[config.mk]
export PLATFORM = sky130hd
export DESIGN_NAME = dwbl_lane
export DESIGN_NICKNAME = d
export VERILOG_FILES = /design/src/core/dwbl_pkg.sv /design/src/core/dwbl_fifo.sv /design/src/core/dwbl_lane.sv
export SDC_FILE = /design/constraint.sdc
export NUM_CORES = 1
export LEC_CHECK = 0
export BUFFER_PORTS_ARGS = -buffer_cell sky130_fd_sc_hd__buf_2
export CAP_MARGIN = 0
export CELL_PAD_IN_SITES_DETAIL_PLACEMENT = 1
export CELL_PAD_IN_SITES_GLOBAL_PLACEMENT = 1
export CORE_MARGIN = 2
export CORE_UTILIZATION = 35
export CTS_CLUSTER_SIZE = 24
export DETAILED_ROUTE_END_ITERATION = 12
export GPL_ROUTABILITY_DRIVEN = 1
export PLACE_DENSITY = 0.66
export SLEW_MARGIN = 20
export SYNTH_ARGS = -nofsm -noshare
export SYNTH_HDL_FRONTEND = slang
export SYNTH_SLANG_ARGS = --single-unit
[constraint.sdc]
create_clock -name clk -period 11.52 [get_ports clk]
set_clock_uncertainty 0.15 [all_clocks]
set_input_delay 2.304 -clock clk [delete_from_list [all_inputs] [get_ports clk]]
set_output_delay 2.304 -clock clk [all_outputs]
set_load 0.02 [all_outputs]
[src/core/dwbl_pkg.sv]
// Package: constants and carrier types for the DDR word byte lane block
package dwbl_pkg;
  localparam int WORD_W = 16;
  localparam int BYTE_W = 8;
  localparam int HI_MSB = 15;
  localparam int HI_LSB = 8;
  localparam int LO_MSB = 7;
  localparam int LO_LSB = 0;
  localparam int FIFO_DEPTH = 8;
  localparam logic [7:0] BYTE_RST = 8'h00;
  localparam logic [15:0] WORD_RST = 16'h0000;

  // Word captured from the link, with per-byte keep flags
  typedef struct packed {
    logic [WORD_W-1:0] data;
    logic keep_hi;
    logic keep_lo;
  } dwbl_wr_t;

  // Pin group for the 8-bit bus and the read_write_data_strobe
  typedef struct packed {
    logic [BYTE_W-1:0] dq;
    logic dq_oe;
    logic strobe;
    logic strobe_oe;
  } dwbl_pins_t;
endpackage

[src/core/dwbl_fifo.sv]
// Synchronous valid/ready FIFO with parameter width and depth
`timescale 1ns/1ps
module dwbl_fifo #(
  parameter int WIDTH = 18,
  parameter int DEPTH = 8
) (
  input wire logic clk,
  input wire logic rst_n,
  input wire logic in_valid,
  output logic in_ready,
  input wire logic [WIDTH-1:0] in_data,
  output logic out_valid,
  input wire logic out_ready,
  output logic [WIDTH-1:0] out_data
);
  localparam int AW = (DEPTH > 1) ? $clog2(DEPTH) : 1;
  localparam logic [AW:0] CNT_FULL = (AW+1)'(DEPTH);
  localparam logic [AW-1:0] PTR_LAST = AW'(DEPTH - 1);

  logic [WIDTH-1:0] mem [DEPTH];
  logic [AW-1:0] wr_ptr;
  logic [AW-1:0] rd_ptr;
  logic [AW:0] count;

  wire do_push = in_valid && in_ready;
  wire do_pop = out_valid && out_ready;
  wire [AW-1:0] next_wr_ptr = (wr_ptr == PTR_LAST) ? '0 : wr_ptr + 1'b1;
  wire [AW-1:0] next_rd_ptr = (rd_ptr == PTR_LAST) ? '0 : rd_ptr + 1'b1;

  assign in_ready = (count != CNT_FULL);
  assign out_valid = (count != '0);
  assign out_data = mem[rd_ptr];

  always_ff @(posedge clk) begin
    if (do_push) begin
      mem[wr_ptr] <= in_data;
    end
  end

  always_ff @(posedge clk) begin
    if (!rst_n) begin
      wr_ptr <= '0;
      rd_ptr <= '0;
      count <= '0;
    end else begin
      if (do_push) wr_ptr <= next_wr_ptr;
      if (do_pop) rd_ptr <= next_rd_ptr;
      if (do_push && !do_pop) count <= count + 1'b1;
      else if (do_pop && !do_push) count <= count - 1'b1;
    end
  end

  chk_fifo_no_overflow: assert property (@(posedge clk) disable iff (!rst_n)
    count <= CNT_FULL)
    else $error("fifo accepts data while full");
endmodule

[src/core/dwbl_lane.sv]
// Byte lane placement of 16-bit words on the 8-bit DDR data bus
`timescale 1ns/1ps
// Operation
// Each read clock cycle moves two bytes of one word, one per strobe half. Here a cycle with rd_valid low moves no byte.
// Read upper byte is driven from strobe rise to strobe fall, edge aligned.
// Read lower byte is driven from strobe fall to the next strobe rise.
// Write upper byte taken at clock rise, lower byte at clock fall.
// Register space is big-endian: first byte carries word bits 15 to 8.
// First byte holds bits 15..8, second bits 7..0, each on lines 7..0.
// Host centres write data on the sampling clock edge.
// Writes with latency use the strobe as a per-byte mask.
// Zero-latency writes carry no mask; full words are stored.
// During zero-latency write data the device holds the strobe low.
// Strobe high masks the byte, array unchanged; low stores it.
// Host drives strobe low as mask preamble before latency ends.
// Memory bytes return in the same positions they were written.
module dwbl_lane
  import dwbl_pkg::*;
#(
  parameter int DEPTH = FIFO_DEPTH
) (
  input wire logic clk,
  input wire logic rst_n,
  input wire logic link_ck,
  input wire logic link_cs_n,
  input wire logic [BYTE_W-1:0] dq_in,
  input wire logic strobe_in,
  output dwbl_pins_t pins,
  input wire logic rd_phase,
  input wire logic wr_phase,
  input wire logic wr_zero_lat,
  input wire logic reg_space,
  input wire logic rd_valid,
  output logic rd_ready,
  input wire logic [WORD_W-1:0] rd_word,
  output logic wr_valid,
  input wire logic wr_ready,
  output dwbl_wr_t wr_word,
  output logic wr_fifo_ready
);
  // Two-flop synchronisers for all pin inputs
  logic ck_s1, ck_s2, ck_d;
  logic cs_s1, cs_s2;
  logic [BYTE_W-1:0] dq_s1, dq_s2;
  logic st_s1, st_s2;

  always_ff @(posedge clk) begin
    if (!rst_n) begin
      ck_s1 <= 1'b0;
      ck_s2 <= 1'b0;
      ck_d <= 1'b0;
      cs_s1 <= 1'b1;
      cs_s2 <= 1'b1;
      dq_s1 <= BYTE_RST;
      dq_s2 <= BYTE_RST;
      st_s1 <= 1'b0;
      st_s2 <= 1'b0;
    end else begin
      ck_s1 <= link_ck;
      ck_s2 <= ck_s1;
      ck_d <= ck_s2;
      cs_s1 <= link_cs_n;
      cs_s2 <= cs_s1;
      dq_s1 <= dq_in;
      dq_s2 <= dq_s1;
      st_s1 <= strobe_in;
      st_s2 <= st_s1;
    end
  end

  wire ck_rise = ck_s2 && !ck_d;
  wire ck_fall = !ck_s2 && ck_d;
  wire selected = !cs_s2;
  wire rd_act = selected && rd_phase;
  wire wr_act = selected && wr_phase;
  wire mask_on = !wr_zero_lat;

  // Write capture: upper byte at rise, lower byte and push at fall
  logic [BYTE_W-1:0] hi_byte;
  logic hi_keep;
  logic have_hi;
  dwbl_wr_t wr_in;
  wire wr_push = wr_act && ck_fall && have_hi;

  assign wr_in.data = {hi_byte, dq_s2};
  assign wr_in.keep_hi = hi_keep;
  assign wr_in.keep_lo = mask_on && st_s2;

  always_ff @(posedge clk) begin
    if (!rst_n) begin
      hi_byte <= BYTE_RST;
      hi_keep <= 1'b0;
      have_hi <= 1'b0;
    end else if (wr_act && ck_rise) begin
      hi_byte <= dq_s2;
      hi_keep <= mask_on && st_s2;
      have_hi <= 1'b1;
    end else if (!wr_act || ck_fall) begin
      have_hi <= 1'b0;
    end
  end

  dwbl_fifo #(
    .WIDTH($bits(dwbl_wr_t)),
    .DEPTH(DEPTH)
  ) u_fifo (
    .clk(clk),
    .rst_n(rst_n),
    .in_valid(wr_push),
    .in_ready(wr_fifo_ready),
    .in_data(wr_in),
    .out_valid(wr_valid),
    .out_ready(wr_ready),
    .out_data(wr_word)
  );

  // Read drive: upper byte with strobe high, lower byte with strobe low
  logic [BYTE_W-1:0] lo_hold;
  logic sending;
  dwbl_pins_t next_pins;
  wire rd_go = rd_act && ck_rise && rd_valid;
  wire rd_lo = rd_act && ck_fall && sending;
  wire zl_write = wr_act && wr_zero_lat;

  assign rd_ready = rd_go;

  always_comb begin
    next_pins = pins;
    next_pins.dq_oe = rd_act;
    next_pins.strobe_oe = rd_act || zl_write;
    if (rd_go) begin
      next_pins.dq = rd_word[HI_MSB:HI_LSB];
      next_pins.strobe = 1'b1;
    end else if (rd_lo) begin
      next_pins.dq = lo_hold;
      next_pins.strobe = 1'b0;
    end else if (!rd_act) begin
      next_pins.strobe = 1'b0;
    end
  end

  always_ff @(posedge clk) begin
    if (!rst_n) begin
      pins <= '0;
      lo_hold <= BYTE_RST;
      sending <= 1'b0;
    end else begin
      pins <= next_pins;
      if (rd_go) lo_hold <= rd_word[LO_MSB:LO_LSB];
      if (rd_go) sending <= 1'b1;
      else if (rd_lo || !rd_act) sending <= 1'b0;
    end
  end

  chk_read_upper_byte: assert property (@(posedge clk) disable iff (!rst_n)
    rd_go |=> pins.dq == $past(rd_word[HI_MSB:HI_LSB]) && pins.strobe)
    else $error("upper read byte not driven with strobe high");

  chk_read_lower_byte: assert property (@(posedge clk) disable iff (!rst_n)
    rd_lo |=> !pins.strobe && pins.dq == $past(lo_hold))
    else $error("lower read byte not driven with strobe low");

  chk_one_word_cycle: assert property (@(posedge clk) disable iff (!rst_n)
    rd_go |=> sending && pins.dq_oe)
    else $error("read word not started");

  chk_reg_big_endian: assert property (@(posedge clk) disable iff (!rst_n)
    rd_go && reg_space |=> pins.dq == $past(rd_word[HI_MSB:HI_LSB]))
    else $error("register read not big-endian");

  chk_write_pairing: assert property (@(posedge clk) disable iff (!rst_n)
    wr_act && ck_rise |=> have_hi && hi_byte == $past(dq_s2))
    else $error("write upper byte not taken at clock rise");

  chk_zero_lat_full: assert property (@(posedge clk) disable iff (!rst_n)
    wr_push && wr_zero_lat |-> !wr_in.keep_hi && !wr_in.keep_lo)
    else $error("zero latency write masked a byte");

  chk_mask_honour: assert property (@(posedge clk) disable iff (!rst_n)
    wr_push && !wr_zero_lat |-> wr_in.keep_lo == st_s2)
    else $error("write mask not honoured");

  chk_zl_strobe_low: assert property (@(posedge clk) disable iff (!rst_n)
    zl_write && !rd_act |=> pins.strobe_oe && !pins.strobe)
    else $error("strobe not held low in zero latency write");
endmodule

==> metrics.csv, run 1 <==
stage;metric;value;unit
sta;finalSetupViolCount;0;
synth;synth_cell_type_count;38;
power;powerDensity;191;mW/mm2
synth;ys_seq_area_frac;0.705;
critical_path;worstPathMaxFanout;17;
finish;diodes;0;
floorplan;rows;55;
sta;fin_crit_sh;0.541;
synth;syn_inst;466;
grt;grt_pass1_wl;25800;um
power;ir_drop;96.2;uV
finish;syn_to_final_growth;17.2;%
drt;totalWireLength;16100;um
grt;antenna_found_initial;1;
sta;hold_violations;0;
clock_tree;post_cts_buffers;0;
drt;dr.pass1.iters;4;
synth;synth.cell_area;0.00801;mm2
synth;ys_warn_count;0;
sta;period_needed;6.23;ns
drt;vias;4190;
clock_tree;cts_buffers;22;
synth;ys_top_cells_by_area;edfxtp_1 54%, dfxtp_1 17%, mux4_1 12%;
synth;yosysTopAreaCell;edfxtp_1;
critical_path;cp_data_required_time;9.07;ns
clock_tree;cts_resized;0;
floorplan;die_h;155;um
finish;fin_area;0.00938;mm2
floorplan;start_util;0.355;
job;cap_violations;0;
finish;drive_gt1_frac;0.244;
sta;max_freq;0.161;GHz
finish;fin_util;0.416;
clock_tree;cts_hold_buf;0;
clock_tree;htreeDepth;1;
sta;tns;0;ns
critical_path;worstSetupStartpointType;input pin;
placement;place_area;0.00870;mm2
sta;rsz0062_at_grt;no;
drt;drt-initial-drc-count;169;
synth;yosysMostFrequentCell;edfxtp_1;
drt;wl_per_cell;19.1;um
critical_path;worst-setup-path-type;in2out;
synth;synthTopCellsByCount;144 x edfxtp_1, 66 x dfxtp_1, 58 x nand2_1, 36 x mux4_1, 27 x and2_1;
sta;slew_headroom;0.388;
grt;grt_max_degree;65;
floorplan;ios;67;
drt;ant_nets;0;
synth;synth_edf_count;144;
critical_path;endpoint_kind;output pin;
power;leakage;0.00303;uW
placement;port-buffer-count;65;
floorplan;die-area;0.0241;mm2
clock_tree;clock-sinks;210;
grt;grt.overflow.total;0;
synth;synth-seq-cells;210;
grt;grt_pass1_vias;4615;
synth;async_reset_ff_frac;0;
placement;dp_hpwl;9900;um
critical_path;worstPathArrival;3.78;ns
synth;avgSynthCellArea;17.2;um2
status;outcome;finished, final reports clean;
clock_tree;cts_tree;done;
placement;dp_cells;801;
sta;tightest_slew;0.918;ns
synth;synth_nets;509;
sta;final_max_slew_viol_count;0;
clock_tree;clkLatencyLatePin;0.49;ns
drt;drc;0;
worst_hold_path;hp-class;reg2reg;
placement;gp_congestion;0.753;
finish;layout.cells.non_filler;842;
clock_tree;cts_buffer_depth;3;
floorplan;die_x;155;um
finish;final_nets;584;
synth;synth_ff_type;edfxtp_1;
grt;grt_use_total;0.137;
clock_tree;clock-root-buffer;clkbuf_16;
drt;vias_per_cell;4.98;
synth;synth_top_area_share;0.540;
clock_tree;cts.clk_slew.worst_paths;0.06;ns
floorplan;core;0.0226;mm2
[sequential cells by signal (all words and copies together) (netlist names), named ones only]
register	cells
pins	11
ck_s1	1
hi_byte	8
have_hi	1
u_fifo.rd_ptr	3
cs_s2	1
dq_s1	8
ck_s2	1
st_s1	1
dq_s2	8
u_fifo.count	4
lo_hold	8
ck_d	1
sending	1
cs_s1	1
hi_keep	1
u_fifo.mem	144
st_s2	1
u_fifo.wr_ptr	3
[per-stage QoR]
stage,setup WS (ns),power [uW],hold slack (ns)
final,5.29,1790,0.268
after global placement,5.37,1150,0.249
after CTS,5.23,1820,0.270
after floorplan,6.09,1090,0.236
after global routing,5.12,1870,0.305
after detailed placement,5.24,1170,0.249
[layout make-up]
type                            count  area (um2)
Fill cell                        2227       13200
Tap cell                          285         357
Multi-Input combinational cell    231        2290
Inverter                            3        11.3
Timing Repair Buffer               73         400
Clock buffer                       30         581
Clock inverter                     10        88.8
Sequential cell                   210        5650
[critical path: stages]
cell      delay, ns
buf_2          0.12
nor2b_1        0.17
nand3_1        0.36
clkinv_1       0.50
buf_2          0.32
[report_power, final]
group	internal, uW	switching, uW	total (uW)
Clock	378	273	651
Combinational	148	125	273
Sequential	817	54.2	871
[layer usage]
layer	track usage	share of wire	vias up
li1	-	-	1960
met1	0.174	0.44	2122
met2	0.243	0.51	86
met3	0.0248	0.044	20
met4	0.0345	0.013	2
met5	0	0.00044	-
[path summary, 6_finish.rpt]
path / from / end / slack [ns] / cells past startpoint
max: rd_phase / rd_ready / 5.29 / 5
min: cs_s1$_SDFF_PN1_ / cs_s2$_SDFF_PN1_ / 0.27 / 1
max reg2reg: u_fifo.count[0]$_SDFFE_PN0P_ / u_fifo.count[3]$_SDFFE_PN0P_ / 8.63 / 10
min reg2reg: cs_s1$_SDFF_PN1_ / cs_s2$_SDFF_PN1_ / 0.27 / 1
[cells in the final DEF (no fill, tap or decap), types with 9 or more instances in the layout]
cell type	Yosys	layout
edfxtp_1	144	144
buf_2	4	65
dfxtp_1	66	63
nand2_1	58	58
mux4_1	36	36
and2_1	27	27
a21boi_0	23	23
clkbuf_16	0	22
mux2_2	18	18
o21ai_0	11	11
a31oi_1	9	9
[kinds of logic after synthesis]
family / Yosys count / share of synthesized area
buffers and inverters: 25 / 0.0163
AOI/OAI and AO/OA: 48 / 0.0400
DFF: 210 / 0.705
adders and majority gates: 8 / 0.0134
xor gates and xnor gates: 2 / 0.00219
muxes: 56 / 0.146
and+or+nand+nor: 117 / 0.0770
(Power assumes the default switching activity.)
==> inputs of run 2 (changes only) <==
- ABC_AREA: default -> 1
- PLACE_DENSITY: 0.66 -> 0.7
- clock period: 11.52 -> 5.9 ns (I/O delays scaled with it)
==> run 2 against run 1 <==
  * Critical path type is now reg2out
  * Largest power group unchanged
  * Wire length up 20%
  * Worst setup slack got worse by 3.3 ns
  * Clock power increased by 98%
  * Register-to-register slack got worse by 5.2 ns
  * Area after synthesis increased by 3.7%
  * Non-clock buffer count rose by 4
  * Power is 100% higher
  * Core utilization is 0.32 points lower
  * Die area is 3.6% higher
==> metrics.csv, run 2 <==
stage;metric;value;unit
sta;tns;0;ns
synth;avgSynthCellArea;10.4;um2
synth;synth_cell_type_count;31;
grt;grt.overflow.total;0;
placement;port-buffer-count;65;
grt;grt_use_total;0.159;
critical_path;cp_data_required_time;4.57;ns
job;cap_violations;0;
critical_path;crit_chain;buf_4 -> o21ai_0 -> o21ai_0 -> nand2_1 -> nand2_1 -> buf_2;
clock_tree;clock-sinks;210;
clock_tree;cts_buffer_depth;3;
worst_hold_path;hp-start;st_s1$_SDFF_PN0_;
sta;hold_violations;0;
floorplan;die_h;158;um
synth;ys_seq_area_frac;0.680;
finish;diodes;0;
critical_path;crit_buf_inv;2;
clock_tree;htreeDepth;1;
finish;reg_top3;u_fifo.mem: 144 flops, pins: 11 flops;
finish;syn_to_final_growth;16.3;%
power;ir_drop;179;uV
floorplan;die-area;0.0250;mm2
critical_path;worstPathArrival;2.54;ns
synth;yosysMostFrequentCell;nor2_1;
worst_hold_path;min_to;st_s2$_SDFF_PN0_;
clock_tree;cts_resized;0;
sta;tightest_slew;1.05;ns
drt;ant_nets;0;
drt;drc;0;
finish;top_register;u_fifo.mem;
floorplan;core;0.0234;mm2
synth;async_reset_ff_frac;0;
synth;synthTopCellsByCount;170 x nor2_1, 144 x edfxtp_1, 125 x nand2_1, 107 x o21ai_0, 66 x dfxtp_1;
synth;synth-seq-cells;210;
synth;syn_inst;797;
sta;worst_slack;2.03;ns
clock_tree;post_cts_buffers;0;
grt;grt_pass1_vias;5984;
clock_tree;clock-root-buffer;clkbuf_16;
finish;final_common_cell;nor2_1;
drt;wl_per_cell;16.0;um
status;outcome;finished, final reports clean;
critical_path;r2r-start;cs_s2$_SDFF_PN1_;
finish;fillers;2655;
clock_tree;cts_buffers;23;
synth;ys_top_cells_by_area;edfxtp_1 52%, dfxtp_1 16%, nor2_1 7.7%;
critical_path;endpoint_kind;output pin;
synth;synth_nets;840;
critical_path;crit_cells;6;
synth;yosysTopAreaCell;edfxtp_1;
clock_tree;cts.clk_slew.worst_paths;0.06;ns
clock_tree;cts_hold_buf;0;
synth;synth.cell_area;0.00830;mm2
sta;finalSetupViolCount;0;
drt;vias;5691;
critical_path;worstPathMaxFanout;48;
finish;final_nets;908;
sta;max_freq;0.258;GHz
critical_path;r2r-end;u_fifo.mem[4][0]$_DFFE_PP_;
drt;vias_per_cell;4.74;
finish;drive_gt1_frac;0.145;
power;leakage;0.00389;uW
drt;totalWireLength;19300;um
clock_tree;clkLatencyLatePin;0.51;ns
sta;slew_headroom;0.301;
grt;antenna_found_initial;0;
critical_path;cp_slowest_cell;dfxtp_2;
placement;dp_hpwl;11300;um
synth;synth_edf_count;144;
floorplan;start_util;0.355;
power;powerDensity;379;mW/mm2
floorplan;die_x;158;um
critical_path;r2r_slack;3.44;ns
synth;synth_ff_type;edfxtp_1;
finish;fin_util;0.413;
floorplan;rows;56;
worst_hold_path;hp-class;reg2reg;
clock_tree;cts_tree;done;
critical_path;path_delay_family;flip-flops;
critical_path;worstSetupStartpointType;flop;
synth;ys_warn_count;0;
synth;synth_top_area_share;0.521;
placement;dp_slack;2.54;ns
critical_path;max_stage_delay;0.90;ns
worst_hold_path;whs_path_depth;2;
finish;final_cell_mix;170 x nor2_1, 144 x edfxtp_1, 125 x nand2_1, 107 x o21ai_0, 65 x buf_2;
sta;fin_crit_sh;0.656;
floorplan;ios;67;
placement;gp_congestion;0.720;
sta;period_needed;3.87;ns
critical_path;worst-setup-path-type;reg2out;
grt;grt_pass1_wl;30500;um
drt;drt-initial-drc-count;214;
sta;rsz0062_at_grt;no;
grt;grt_max_degree;73;
finish;largest_reg_flops;144;
sta;final_max_slew_viol_count;0;
drt;dr.pass1.iters;4;
critical_path;r2r_cells;6;
[run 2: where the power goes]
group | total (uW) | internal, uW | switching [uW]
registers | 1660 | 1590 | 70.9
clock network | 1290 | 744 | 548
logic | 706 | 226 | 480
total | 3660 | 2560 | 1100
[run 2: worst reg2reg max path, cell delays in order, from the launching register on]
cell     delay (ns)
dfxtp_1        0.34
inv_2          0.10
nand3_1        0.07
nor2_1         0.20
nand3_1        0.20
nor3_2         0.73
buf_4          0.36
[run 2: layout make-up]
type	instances	area [um2]	share of cell area
sequential	210	5650	0.585
multi-input combinational	485	2260	0.234
clock buffer	33	633	0.0656
timing repair buffer	77	415	0.0430
tap	319	399	0.0413
inverter	68	255	0.0264
clock inverter	9	43.8	0.00454
[run 2: kinds of logic (layout without fill, tap and decap cells)]
| family | after synthesis | in the layout | synth area share |
|---|---|---|---|
| AND/OR/NAND/NOR | 326 | 326 | 0.161 |
| adder cells (fa/ha/maj) | 8 | 8 | 0.0130 |
| AO/OA/AOI/OAI | 148 | 148 | 0.0923 |
| buffers and inverters | 102 | 187 | 0.0507 |
| XOR/XNOR | 3 | 3 | 0.00317 |
| flip-flops | 210 | 210 | 0.680 |
[run 2: stage by stage]
step	hold slack [ns]	instance area (um2)	instances	power (uW)
floorplan	0.240	8300	797	2170
global placement	0.250	8970	1159	2390
detailed placement	0.254	8980	1159	2410
CTS	0.265	9650	1201	3720
global route	0.273	9650	1201	3860
finish	0.262	9650	1201	3660
[run 2: how the worst max path moves through the flow]
stage                                             to  slack [ns]
after floorplan           u_fifo.mem[4][0]$_DFFE_PP_        2.52
after global placement    u_fifo.mem[5][0]$_DFFE_PP_        2.41
after detailed placement                  wr_word[8]        2.54
after CTS                                 wr_word[8]        1.97
after global routing                      wr_word[8]        1.76
final                                     wr_word[8]        2.03
[run 2: metal layers]
layer,global-route usage,wire [um],up-vias
li1,-,-,2781
met4,0.0455,360,0
met3,0.0309,1280,33
met5,0,0,-
met2,0.285,9590,125
met1,0.194,8020,2752
